===== src/core/rcr_pkg.sv =====
// Purpose: shared constants and types of the receiver clock configuration
// Assumes: 200 MHz system clock, 32-bit APB, byte registers in low lanes
// Notes:   register byte address is four times the register index
package rcr_pkg;
    // =========================================================
    // bus and register map
    localparam int         APB_AW      = 8;
    localparam int         REG_W       = 8;
    localparam logic [5:0] IDX_REF_SEL = 6'h0d;
    localparam logic [5:0] IDX_CLK_CTL = 6'h0e;
    localparam logic [5:0] IDX_PLL_HI  = 6'h0f;
    localparam logic [5:0] IDX_PLL_MID = 6'h10;
    localparam logic [5:0] IDX_FRAC_LO = 6'h11;
    localparam logic [5:0] IDX_DET_ST  = 6'h12;
    localparam logic [5:0] IDX_RATE_ST = 6'h13;
    localparam logic [1:0] WORD_LANE   = 2'h0;

    // =========================================================
    // field positions and reset values
    localparam int         REF_SEL_BIT = 3;
    localparam int         CTL_W       = 5;
    localparam int         P_LSB       = 4;
    localparam int         JHI_W       = 4;
    localparam int         JLO_LSB     = 6;
    localparam int         DHI_W       = 6;
    localparam logic [7:0] REG_RST     = 8'h00;
    localparam logic       SEL_RXREF   = 1'b0;

    // =========================================================
    // recovered rate codes and divider codes
    localparam logic [1:0] RATE_NONE = 2'h0;
    localparam logic [1:0] RATE_128  = 2'h1;
    localparam logic [1:0] RATE_256  = 2'h2;
    localparam logic [1:0] RATE_512  = 2'h3;
    localparam logic [1:0] DIV_NONE  = 2'h0;

    // =========================================================
    // timing: frame-rate bands turned into clock periods
    localparam int CLK_HZ      = 200000000;
    localparam int FS_512_HZ   = 54000;
    localparam int FS_256_HZ   = 108000;
    localparam int FS_128_HZ   = 216000;
    localparam int FS_MIN_HZ   = 20000;
    localparam int PER_512_CYC = CLK_HZ / FS_512_HZ;
    localparam int PER_256_CYC = CLK_HZ / FS_256_HZ;
    localparam int PER_128_CYC = CLK_HZ / FS_128_HZ;

    // =========================================================
    // carriers
    typedef struct packed {
        logic       unlockFreeRun;
        logic       autoMute;
        logic [1:0] divider;
        logic       outEnable;
    } rcr_clk_ctl_s;

    typedef struct packed {
        logic [3:0]  preDiv;
        logic [5:0]  intMult;
        logic [13:0] frac;
    } rcr_pll_cfg_s;
endpackage


===== src/core/rcr_sync.sv =====
// Purpose: three-stage synchroniser with agreement filter, per bit
// Assumes: inputs asynchronous to clk
// Notes:   a change counts once stages two and three agree
`timescale 1ns/1ps
module rcr_sync #(
    parameter int W = 1
) (
    // clock and reset
    input  wire logic         clk,
    input  wire logic         rstn,
    // pins and filtered levels
    input  wire logic [W-1:0] pinIn,
    output logic      [W-1:0] level
);
    logic [W-1:0] s1;
    logic [W-1:0] s2;
    logic [W-1:0] s3;

    // =========================================================
    // stage one is read only by stage two
    always_ff @(posedge clk) begin
        if (!rstn) begin
            s1 <= '0;
            s2 <= '0;
            s3 <= '0;
        end else begin
            s1 <= pinIn;
            s2 <= s1;
            s3 <= s2;
        end
    end

    // a bit follows only while the last two stages agree
    always_ff @(posedge clk) begin
        if (!rstn) begin
            level <= '0;
        end else begin
            level <= ((s2 ^ s3) & level) | (~(s2 ^ s3) & s3);
        end
    end
endmodule // rcr_sync


===== src/core/rcr_rate_meter.sv =====
// Purpose: frame-period measurement and maximum recovered rate estimate
// Assumes: frameTick is a one-cycle pulse per incoming frame
// Notes:   no frame within TIMEOUT_CYC cycles reports rate not determined
`timescale 1ns/1ps
module rcr_rate_meter
    import rcr_pkg::*;
#(
    parameter int CNT_W       = 14,
    parameter int TIMEOUT_CYC = CLK_HZ / FS_MIN_HZ
) (
    // clock and reset
    input  wire logic       clk,
    input  wire logic       rstn,
    // frame events and estimate
    input  wire logic       frameTick,
    output logic      [1:0] rate
);
    localparam logic [CNT_W-1:0] TMO = CNT_W'(TIMEOUT_CYC);
    localparam logic [CNT_W-1:0] P512 = CNT_W'(PER_512_CYC);
    localparam logic [CNT_W-1:0] P256 = CNT_W'(PER_256_CYC);
    localparam logic [CNT_W-1:0] P128 = CNT_W'(PER_128_CYC);

    logic [CNT_W-1:0] period;

    // =========================================================
    // cycles since the last frame, saturating at the timeout
    always_ff @(posedge clk) begin
        if (!rstn) begin
            period <= '0;
        end else if (frameTick) begin
            period <= '0;
        end else if (period != TMO) begin
            period <= period + 1'b1;
        end
    end

    // slower frames leave room for a higher multiple of fs
    always_ff @(posedge clk) begin
        if (!rstn) begin
            rate <= RATE_NONE;
        end else if (period == TMO) begin
            rate <= RATE_NONE;
        end else if (frameTick) begin
            if (period >= P512) begin
                rate <= RATE_512;
            end else if (period >= P256) begin
                rate <= RATE_256;
            end else if (period >= P128) begin
                rate <= RATE_128;
            end else begin
                rate <= RATE_NONE;
            end
        end
    end
endmodule // rcr_rate_meter


===== src/core/rcr_top.sv =====
// Purpose: clock section of an audio interface receiver with APB registers
// Assumes: pins asynchronous; audio words from logic on clk
// Notes:   registers sit at four times their index; byte data in lanes 7:0
//
// Functional notes
// - output enable 0 floats recovered clock pin; 1 drives recovered clock.
// - divider code 00,01,10,11 gives division by 1,2,4,8.
// - auto mute set and both unlocks present forces audio output low.
// - on unlock the clock stops if behaviour bit 0, free runs if 1.
// - pre-divider upper nibble of first register; J spans two registers.
// - fraction upper six bits in second register, low eight in third.
// - status bit 0 follows burst format detection.
// - status bit 1 follows encoded disc stream detection.
// - rate field codes none, 128, 256, 512 times sample rate.
// - estimate frame rate, derive maximum rate, load it into status.
// - reference select 0 picks receiver reference input, 1 master clock.
`timescale 1ns/1ps
module rcr_top
    import rcr_pkg::*;
#(
    parameter int AUDIO_W     = 24,
    parameter int TIMEOUT_CYC = CLK_HZ / FS_MIN_HZ
) (
    // clock and reset
    input  wire logic               clk,
    input  wire logic               rstn,
    // apb slave
    input  wire logic               psel,
    input  wire logic               penable,
    input  wire logic               pwrite,
    input  wire logic [APB_AW-1:0]  paddr,
    input  wire logic [31:0]        pwdata,
    output logic      [31:0]        prdata,
    output logic                    pready,
    output logic                    pslverr,
    // pins from the line decoder and clock recovery pll
    input  wire logic               clockRecoveryPllClk,
    input  wire logic               decoderUnlock,
    input  wire logic               pllUnlock,
    input  wire logic               frameSync,
    input  wire logic               burstFormatDetect,
    input  wire logic               encodedDiscDetect,
    // recovered clock pin
    output logic                    recoveredClockOut,
    output logic                    recoveredClockOutEnN,
    // reference multiplier pll
    input  wire logic               receiverReferenceInput,
    input  wire logic               masterClockIn,
    output logic                    refClockToPll,
    output rcr_pll_cfg_s            pllCfg,
    // audio data path
    input  wire logic [AUDIO_W-1:0] audioIn,
    output logic      [AUDIO_W-1:0] audioOut
);
    localparam int NSYNC = 6;

    rcr_clk_ctl_s       clkCtl;
    logic               refSelect;
    logic [REG_W-1:0]   pllHi;
    logic [REG_W-1:0]   pllMid;
    logic [REG_W-1:0]   fracLo;
    logic [NSYNC-1:0]   lvl;
    logic               pllLvl;
    logic               pllPrev;
    logic               frameLvl;
    logic               framePrev;
    logic               bothUnlocked;
    logic               anyUnlocked;
    logic [1:0]         maxRate;
    logic [2:0]         divCnt;
    logic               next_clkOut;
    logic               clockStopped;
    logic               muteNow;
    logic [5:0]         index;
    logic               aligned;
    logic               hit;
    logic               wrEn;
    logic [REG_W-1:0]   rdByte;
    logic [REG_W-1:0]   detStatus;
    logic [REG_W-1:0]   rateStatus;

    // =========================================================
    // pin synchronisers
    rcr_sync #(
        .W     (NSYNC)
    ) u_sync (
        .clk   (clk),
        .rstn  (rstn),
        .pinIn ({clockRecoveryPllClk, decoderUnlock, pllUnlock,
                 frameSync, burstFormatDetect, encodedDiscDetect}),
        .level (lvl)
    );

    assign pllLvl       = lvl[5];
    assign frameLvl     = lvl[2];
    assign bothUnlocked = lvl[4] & lvl[3];
    assign anyUnlocked  = lvl[4] | lvl[3];

    // edge history of the filtered pll clock and frame sync
    always_ff @(posedge clk) begin
        if (!rstn) begin
            pllPrev   <= 1'b0;
            framePrev <= 1'b0;
        end else begin
            pllPrev   <= pllLvl;
            framePrev <= frameLvl;
        end
    end

    // =========================================================
    // rate estimation
    rcr_rate_meter #(
        .CNT_W       (14),
        .TIMEOUT_CYC (TIMEOUT_CYC)
    ) u_meter (
        .clk         (clk),
        .rstn        (rstn),
        .frameTick   (frameLvl & ~framePrev),
        .rate        (maxRate)
    );

    // =========================================================
    // apb decode: zero wait states, unmapped or unaligned gives error
    assign index   = paddr[7:2];
    assign aligned = paddr[1:0] == WORD_LANE;
    assign hit     = aligned && index >= IDX_REF_SEL && index <= IDX_RATE_ST;
    assign pready  = psel & penable;
    assign pslverr = psel & penable & ~hit;
    assign wrEn    = psel & penable & pwrite & hit;

    // status views; upper bits tied to zero
    assign detStatus  = {6'h00, lvl[0], lvl[1]};
    assign rateStatus = {6'h00, maxRate};

    // read mux, captured in the setup cycle so prdata is a flop
    always_comb begin
        rdByte = REG_RST;
        case (index)
            IDX_REF_SEL: rdByte = {4'h0, refSelect, 3'h0};
            IDX_CLK_CTL: rdByte = {3'h0, clkCtl};
            IDX_PLL_HI:  rdByte = pllHi;
            IDX_PLL_MID: rdByte = pllMid;
            IDX_FRAC_LO: rdByte = fracLo;
            IDX_DET_ST:  rdByte = detStatus;
            IDX_RATE_ST: rdByte = rateStatus;
            default:     rdByte = REG_RST;
        endcase
    end

    always_ff @(posedge clk) begin
        if (!rstn) begin
            prdata <= '0;
        end else if (psel && !penable) begin
            prdata <= hit ? {24'h000000, rdByte} : '0;
        end
    end

    // =========================================================
    // writable registers; status indices have no storage
    always_ff @(posedge clk) begin
        if (!rstn) begin
            refSelect <= SEL_RXREF;
            clkCtl    <= rcr_clk_ctl_s'(REG_RST[CTL_W-1:0]);
            pllHi     <= REG_RST;
            pllMid    <= REG_RST;
            fracLo    <= REG_RST;
        end else if (wrEn) begin
            case (index)
                IDX_REF_SEL: refSelect <= pwdata[REF_SEL_BIT];
                IDX_CLK_CTL: clkCtl    <= rcr_clk_ctl_s'(pwdata[CTL_W-1:0]);
                IDX_PLL_HI:  pllHi     <= pwdata[REG_W-1:0];
                IDX_PLL_MID: pllMid    <= pwdata[REG_W-1:0];
                IDX_FRAC_LO: fracLo    <= pwdata[REG_W-1:0];
                default:     ;
            endcase
        end
    end

    // =========================================================
    // multiplier pll fields; the K and P range checks are software's
    assign pllCfg.preDiv  = pllHi[REG_W-1:P_LSB];
    assign pllCfg.intMult = {pllHi[JHI_W-1:0], pllMid[REG_W-1:JLO_LSB]};
    assign pllCfg.frac    = {pllMid[DHI_W-1:0], fracLo};

    // reference clock source, a plain clock mux ahead of the pll
    assign refClockToPll = refSelect ? masterClockIn : receiverReferenceInput;

    // =========================================================
    // recovered clock divider and stop-on-unlock
    assign clockStopped = anyUnlocked & ~clkCtl.unlockFreeRun;

    always_ff @(posedge clk) begin
        if (!rstn) begin
            divCnt <= '0;
        end else if (clockStopped) begin
            divCnt <= '0;
        end else if (pllLvl && !pllPrev) begin
            divCnt <= divCnt + 1'b1;
        end
    end

    // divided clock is a counter tap, so the duty cycle stays 50 %
    always_comb begin
        case (clkCtl.divider)
            DIV_NONE: next_clkOut = pllLvl;
            2'h1:     next_clkOut = divCnt[0];
            2'h2:     next_clkOut = divCnt[1];
            2'h3:     next_clkOut = divCnt[2];
            default:  next_clkOut = pllLvl;
        endcase
        if (clockStopped) begin
            next_clkOut = 1'b0;
        end
    end

    // pin driver, enable is active low while driving
    always_ff @(posedge clk) begin
        if (!rstn) begin
            recoveredClockOut    <= 1'b0;
            recoveredClockOutEnN <= 1'b1;
        end else begin
            recoveredClockOut    <= next_clkOut;
            recoveredClockOutEnN <= ~clkCtl.outEnable;
        end
    end

    // =========================================================
    // automatic mute needs both decoder and pll unlocked
    assign muteNow = clkCtl.autoMute & bothUnlocked;

    always_ff @(posedge clk) begin
        if (!rstn) begin
            audioOut <= '0;
        end else begin
            audioOut <= muteNow ? '0 : audioIn;
        end
    end
endmodule // rcr_top


===== config.mk =====
export PLATFORM = sky130hd
export DESIGN_NAME = rcr_top
export DESIGN_NICKNAME = d
export VERILOG_FILES = /design/src/core/rcr_pkg.sv /design/src/core/rcr_sync.sv /design/src/core/rcr_rate_meter.sv /design/src/core/rcr_top.sv
export SDC_FILE = /design/constraint.sdc
export NUM_CORES = 1
export LEC_CHECK = 0
export BUFFER_PORTS_ARGS = -buffer_cell sky130_fd_sc_hd__buf_2
export CORE_MARGIN = 2
export CORE_UTILIZATION = 53
export DETAILED_ROUTE_END_ITERATION = 8
export GPL_TIMING_DRIVEN = 0
export PLACE_DENSITY = 0.85
export SLEW_MARGIN = 20
export SYNTH_ARGS = -nofsm -noshare
export SYNTH_HDL_FRONTEND = slang
export SYNTH_SLANG_ARGS = --single-unit

===== constraint.sdc =====
create_clock -name clk -period 3.9 [get_ports clk]
set_input_delay 0.78 -clock clk [delete_from_list [all_inputs] [get_ports clk]]
set_output_delay 0.78 -clock clk [all_outputs]
set_load 0.01 [all_outputs]

### After elaboration in Yosys (flattened, before gate mapping)

Cells that the tools add are included.

* memory bits (writable): 0
* memories: 0
* word-level logic and storage cells: 83
* input port bits: 77
* bits in read-only memories: 0
* register bits after elaboration: 133
* bits in latches: 0
* output and inout port bits: 85

* shift operators: 0
* add/sub/neg operators: 2
* reduce and logical (&&, ||, !) cells: 17
* $lt $le $gt $ge: 5
* bitwise gates (word level): 19
* divide/modulo/power cells: 0
* equality and inequality tests: 12
* $mul: 0
* muxes and demuxes: 7

Operator list (number)
* case mux 8 bit (7 select lines): 1
* equality test 6 x 5 -> 1 bit (second input constant): 4
* equality test 6 x 4 -> 1 bit (second input constant): 3
* adder 14 x 1 -> 14 bit (second input constant): 1
* equality test 14 bit (second input constant): 1
* >= comparator 14 x 10 -> 1 bit (second input constant): 1
* >= comparator 14 x 11 -> 1 bit (second input constant): 1
* >= comparator 14 x 12 -> 1 bit (second input constant): 1
* != test 14 bit (second input constant): 1
* bitwise AND 6 bit: 2
* AND reduction 2 bit: 5
* bitwise AND 1 bit: 8
* 2-to-1 mux 8 bit: 1
* OR reduction 2 bit: 4
* >= comparator 6 x 4 -> 1 bit (second input constant): 1
* <= comparator 6 x 5 -> 1 bit (second input constant): 1
* NOT 6 bit: 1
* OR 6 bit: 1
* bitwise XOR 6 bit: 1
* NOT 1 bit: 5
* equality test 2 bit (second input constant): 2
* logical AND 1 bit: 4
* logical NOT 2 bit: 2
* 2-to-1 mux 2 bit: 2
* other kinds (6): 8

### Logic depth before layout (Yosys ltp)

* word-level depth: 5
* gate-level depth with buffers: 6
* depth with buffers taken out: 6

### Modules after synthesis

A second synthesis with hierarchy kept.

* cell total of the unflattened synthesis: 455
* area, all modules: 4458.0 um^2

Modules (own cells, without submodules)
* rcr_top: cells each 290, area each 2886.5 um^2, sequential area each 1381.3 um^2, times used 1
* rcr_rate_meter: cells each 103, area each 860.8 um^2, sequential area each 320.3 um^2, times used 1
* rcr_sync: cells each 62, area each 710.7 um^2, sequential area each 480.5 um^2, times used 1

### Least setup slack after synthesis

No wires, ideal clock.

* path type: in2out
* from: in paddr[7]
* to: out pslverr
* data required time: 3.120 ns
* cell stages on the path: 3
* arrival: 1.582 ns
* slack: 1.538 ns
* cells stage by stage: or3_1 > a211oi_2 > nor2b_1

* longest elaborated chain between the ends: 5
* elaborated cells between the ends (all ways): 6
* those cells by class: order compare: 2; bitwise: 2; reduce/logical: 2

RTL lines
* from (decl): line rcr_top.sv:31 `input wire logic [APB_AW-1:0] paddr,`
* >= comparator 6 x 4 -> 1 bit: line rcr_top.sv:126 `assign hit = aligned && index >= IDX_REF_SEL && index <= IDX_RATE_ST;`
* logical AND 1 bit: line rcr_top.sv:126
* logical AND 1 bit (*): line rcr_top.sv:126
* NOT 1 bit (*): line rcr_top.sv:128 `assign pslverr = psel & penable & ~hit;`
* bitwise AND 1 bit (*): line rcr_top.sv:128
* to (decl): line rcr_top.sv:35 `output logic pslverr,`

Mark *: on every way between the ends. The rest lies on a longest branch, timed or not.

### Worst setup path after layout

Ends and elaborated chain as after synthesis.

==> flow_summary.ini <==
[run_status]
outcome = completed

[synth]
netlist_area_um2 = 4380
async_flop_share = 0
seq_area_frac_synth = 0.498
ys_ff_latch = 109
ys_warn_count = 0
synth_cell_types = 54
synth_edf_count = 0
synth_area_per_cell_um2 = 9.73
syn_inst = 450
dominantRegCellSynth = dfxtp_1

[critical_path]
path_class = input pin to output port
critPathMaxStageDelay_ns = 0.41
critPathLaunchType = input pin
crit_top_cell = buf_2
path_cells = buf_2, or3_1, a211oi_2, nor2b_1, buf_2
required_ns = 3.12
crit_path_max_fanout = 6
cp.arrival_ns = 1.90
cp_slowest_cell = or3_1
end_kind = output port

[pwr]
p_per_area_nw_per_um2 = 375
p_comb_frac = 0.075
cellInternalPower_mw = 1.52
p_sw_mw = 0.498
sw_frac_of_total = 0.247
power_leakage_nw = 2.39
pwr-share-seq = 0.568
irDropWorstVdd_mv = 0.199
power_frac_clock = 0.357

[sta]
skew_ns = 0.0117
max_freq_mhz = 373
hold_viol = 0
maxSlewHeadroom = 0.478
min_period_ns = 2.68
finalSetupTns_ns = 0
finalSetupViolCount = 0
finalCritPeriodShare = 0.688
rsz0062_at_grt = no
fin_ws_ns = 1.22
worstMarginPinSlew_ns = 0.772
drv_slew = 0

[global_routing]
antenna_found_initial = 0
grt_pass1_vias = 3259
grt_pass1_wl_mm = 14.8
grt_max_degree = 21
overflow = 0
grt.total_usage = 0.209

[layout]
mostFrequentLayoutCell = buf_2
nNetsFinal = 676
multi_input_area_um2 = 2010
n_fill_cell = 671
ff_latch_area_um2 = 2180
stdcell_area_um2 = 5370
drive_gt1_frac = 0.278
final_cell_mix = 115 x buf_2, 109 x dfxtp_1, 58 x nand2_1
area_growth_pct = 22.7
n_antenna_cell = 0

[die]
initial_core_util = 0.541
pin_count = 162
rows = 33
die-width_um = 94.9
chipHeight_um = 94.9
coreArea_um2 = 8090
die_area_um2 = 9010

[cts]
cts_resized = 0
clk_latency_ns = 0.38
h-tree-depth = 3
numCtsBuffers = 9
cts_tree = built
clkTransAtPathRegs_ns = 0.11
hold_buffers = 0
root_buffer = clkbuf_8
post_cts_buffers = 0
clock_sinks = 109
clk_path_buf_depth = 2

[detailed_routing]
vias = 3605
ant_nets = 0
drc = 0
dr.pass1.iters = 4
detail_route.wl_per_cell_um = 13.6
routed_wl_mm = 9.62
drt_iter0_drc = 154
vias_per_cell = 5.11

[placed_design]
hpwl_mm = 7.28
place_area_um2 = 5150
port_buffers = 111
place_ws_ns = 1.22
gp_congestion = 0.892

[run]
drv_cap = 0

[hold_path]
hold_class = register to register
## power groups by stage
| stage | logic [mW] | registers, mW | clock network (mW) |
|---|---|---|---|
| after floorplan | 0.0865 | 1.18 | 0 |
| after global placement | 0.147 | 1.17 | 0 |
| after detailed placement | 0.151 | 1.17 | 0 |
| after CTS | 0.151 | 1.15 | 0.731 |
| final | 0.152 | 1.14 | 0.720 |
| after global routing | 0.168 | 1.15 | 0.769 |
## logic make-up after synthesis
group | synth area share
compound gates | 0.0791
flops | 0.498
fa+ha+maj | 0.0114
buf+inv | 0.0631
simple gates | 0.226
xor+xnor | 0.0240
other cells | 0.000856
mux | 0.0974
## cell usage after synthesis (6+ instances only)
master	count	area, um^2
dfxtp_1	109	2180
nand2_1	58	218
and2_1	46	288
mux2i_1	37	370
buf_4	24	180
nor2_1	24	90.1
o21ai_0	16	80.1
clkbuf_1	11	41.3
nand3_1	11	55.1
a21oi_1	10	50.1
xnor2_1	10	87.6
nor2b_1	9	56.3
and3_1	7	43.8
inv_1	6	22.5
## worst paths after layout
path	endpoint	slack [ns]	startpoint	cells after the start
min reg2reg	recoveredClockOutEnN$_SDFF_PN1_	0.43	clkCtl[0]$_SDFFE_PN0P_	1
max reg2reg	u_meter.rate[0]$_SDFFE_PP0P_	1.92	u_meter.period[0]$_SDFFE_PP0N_	6
max	pslverr	1.22	paddr[7]	5
min	recoveredClockOutEnN$_SDFF_PN1_	0.43	clkCtl[0]$_SDFFE_PN0P_	1
## per-stage QoR
step           hold WS (ns)  total power [mW]  instances  utilization
6_report              0.434              2.02        705        0.664
3_3_place_gp          0.389              1.32        689        0.637
4_1_cts               0.424              2.03        705        0.664
2_1_floorplan         0.373              1.26        473            -
5_1_grt               0.443              2.08        705        0.664
3_5_place_dp          0.394              1.32        689        0.637
## worst max-delay path: cells and delay by family
kind	cells	cell delay (ns)
AND/OR/NAND/NOR	2	0.49
AO/OA/AOI/OAI	1	0.36
buffers and inverters	2	0.27
## layout make-up
| cell class | count | area share |
|---|---|---|
| inverter | 6 | 0.00419 |
| clock inverter | 7 | 0.0182 |
| clock buffer | 9 | 0.0231 |
| sequential | 109 | 0.406 |
| timing repair buffer | 111 | 0.103 |
| tap | 105 | 0.0244 |
| multi-input combinational | 316 | 0.373 |
| buffer | 42 | 0.0473 |
## routing by layer
layer,track usage,part of all wire,vias to the layer above
li1,-,-,1787
met1,0.247,0.42,1681
met2,0.370,0.50,120
met3,0.0311,0.060,17
met4,0.0978,0.019,0
met5,0,0,-
## sequential cells by signal, indices dropped and copies added (netlist names), 2 cells and up, named ones only
name            count
u_meter.period     14
fracLo              8
pllHi               8
pllMid              8
u_sync.s3           6
prdata              8
audioOut           24
u_sync.s2           6
u_sync.s1           6
divCnt              3
clkCtl              5
u_meter.rate        2
Power figures use the tool's default switching activity.
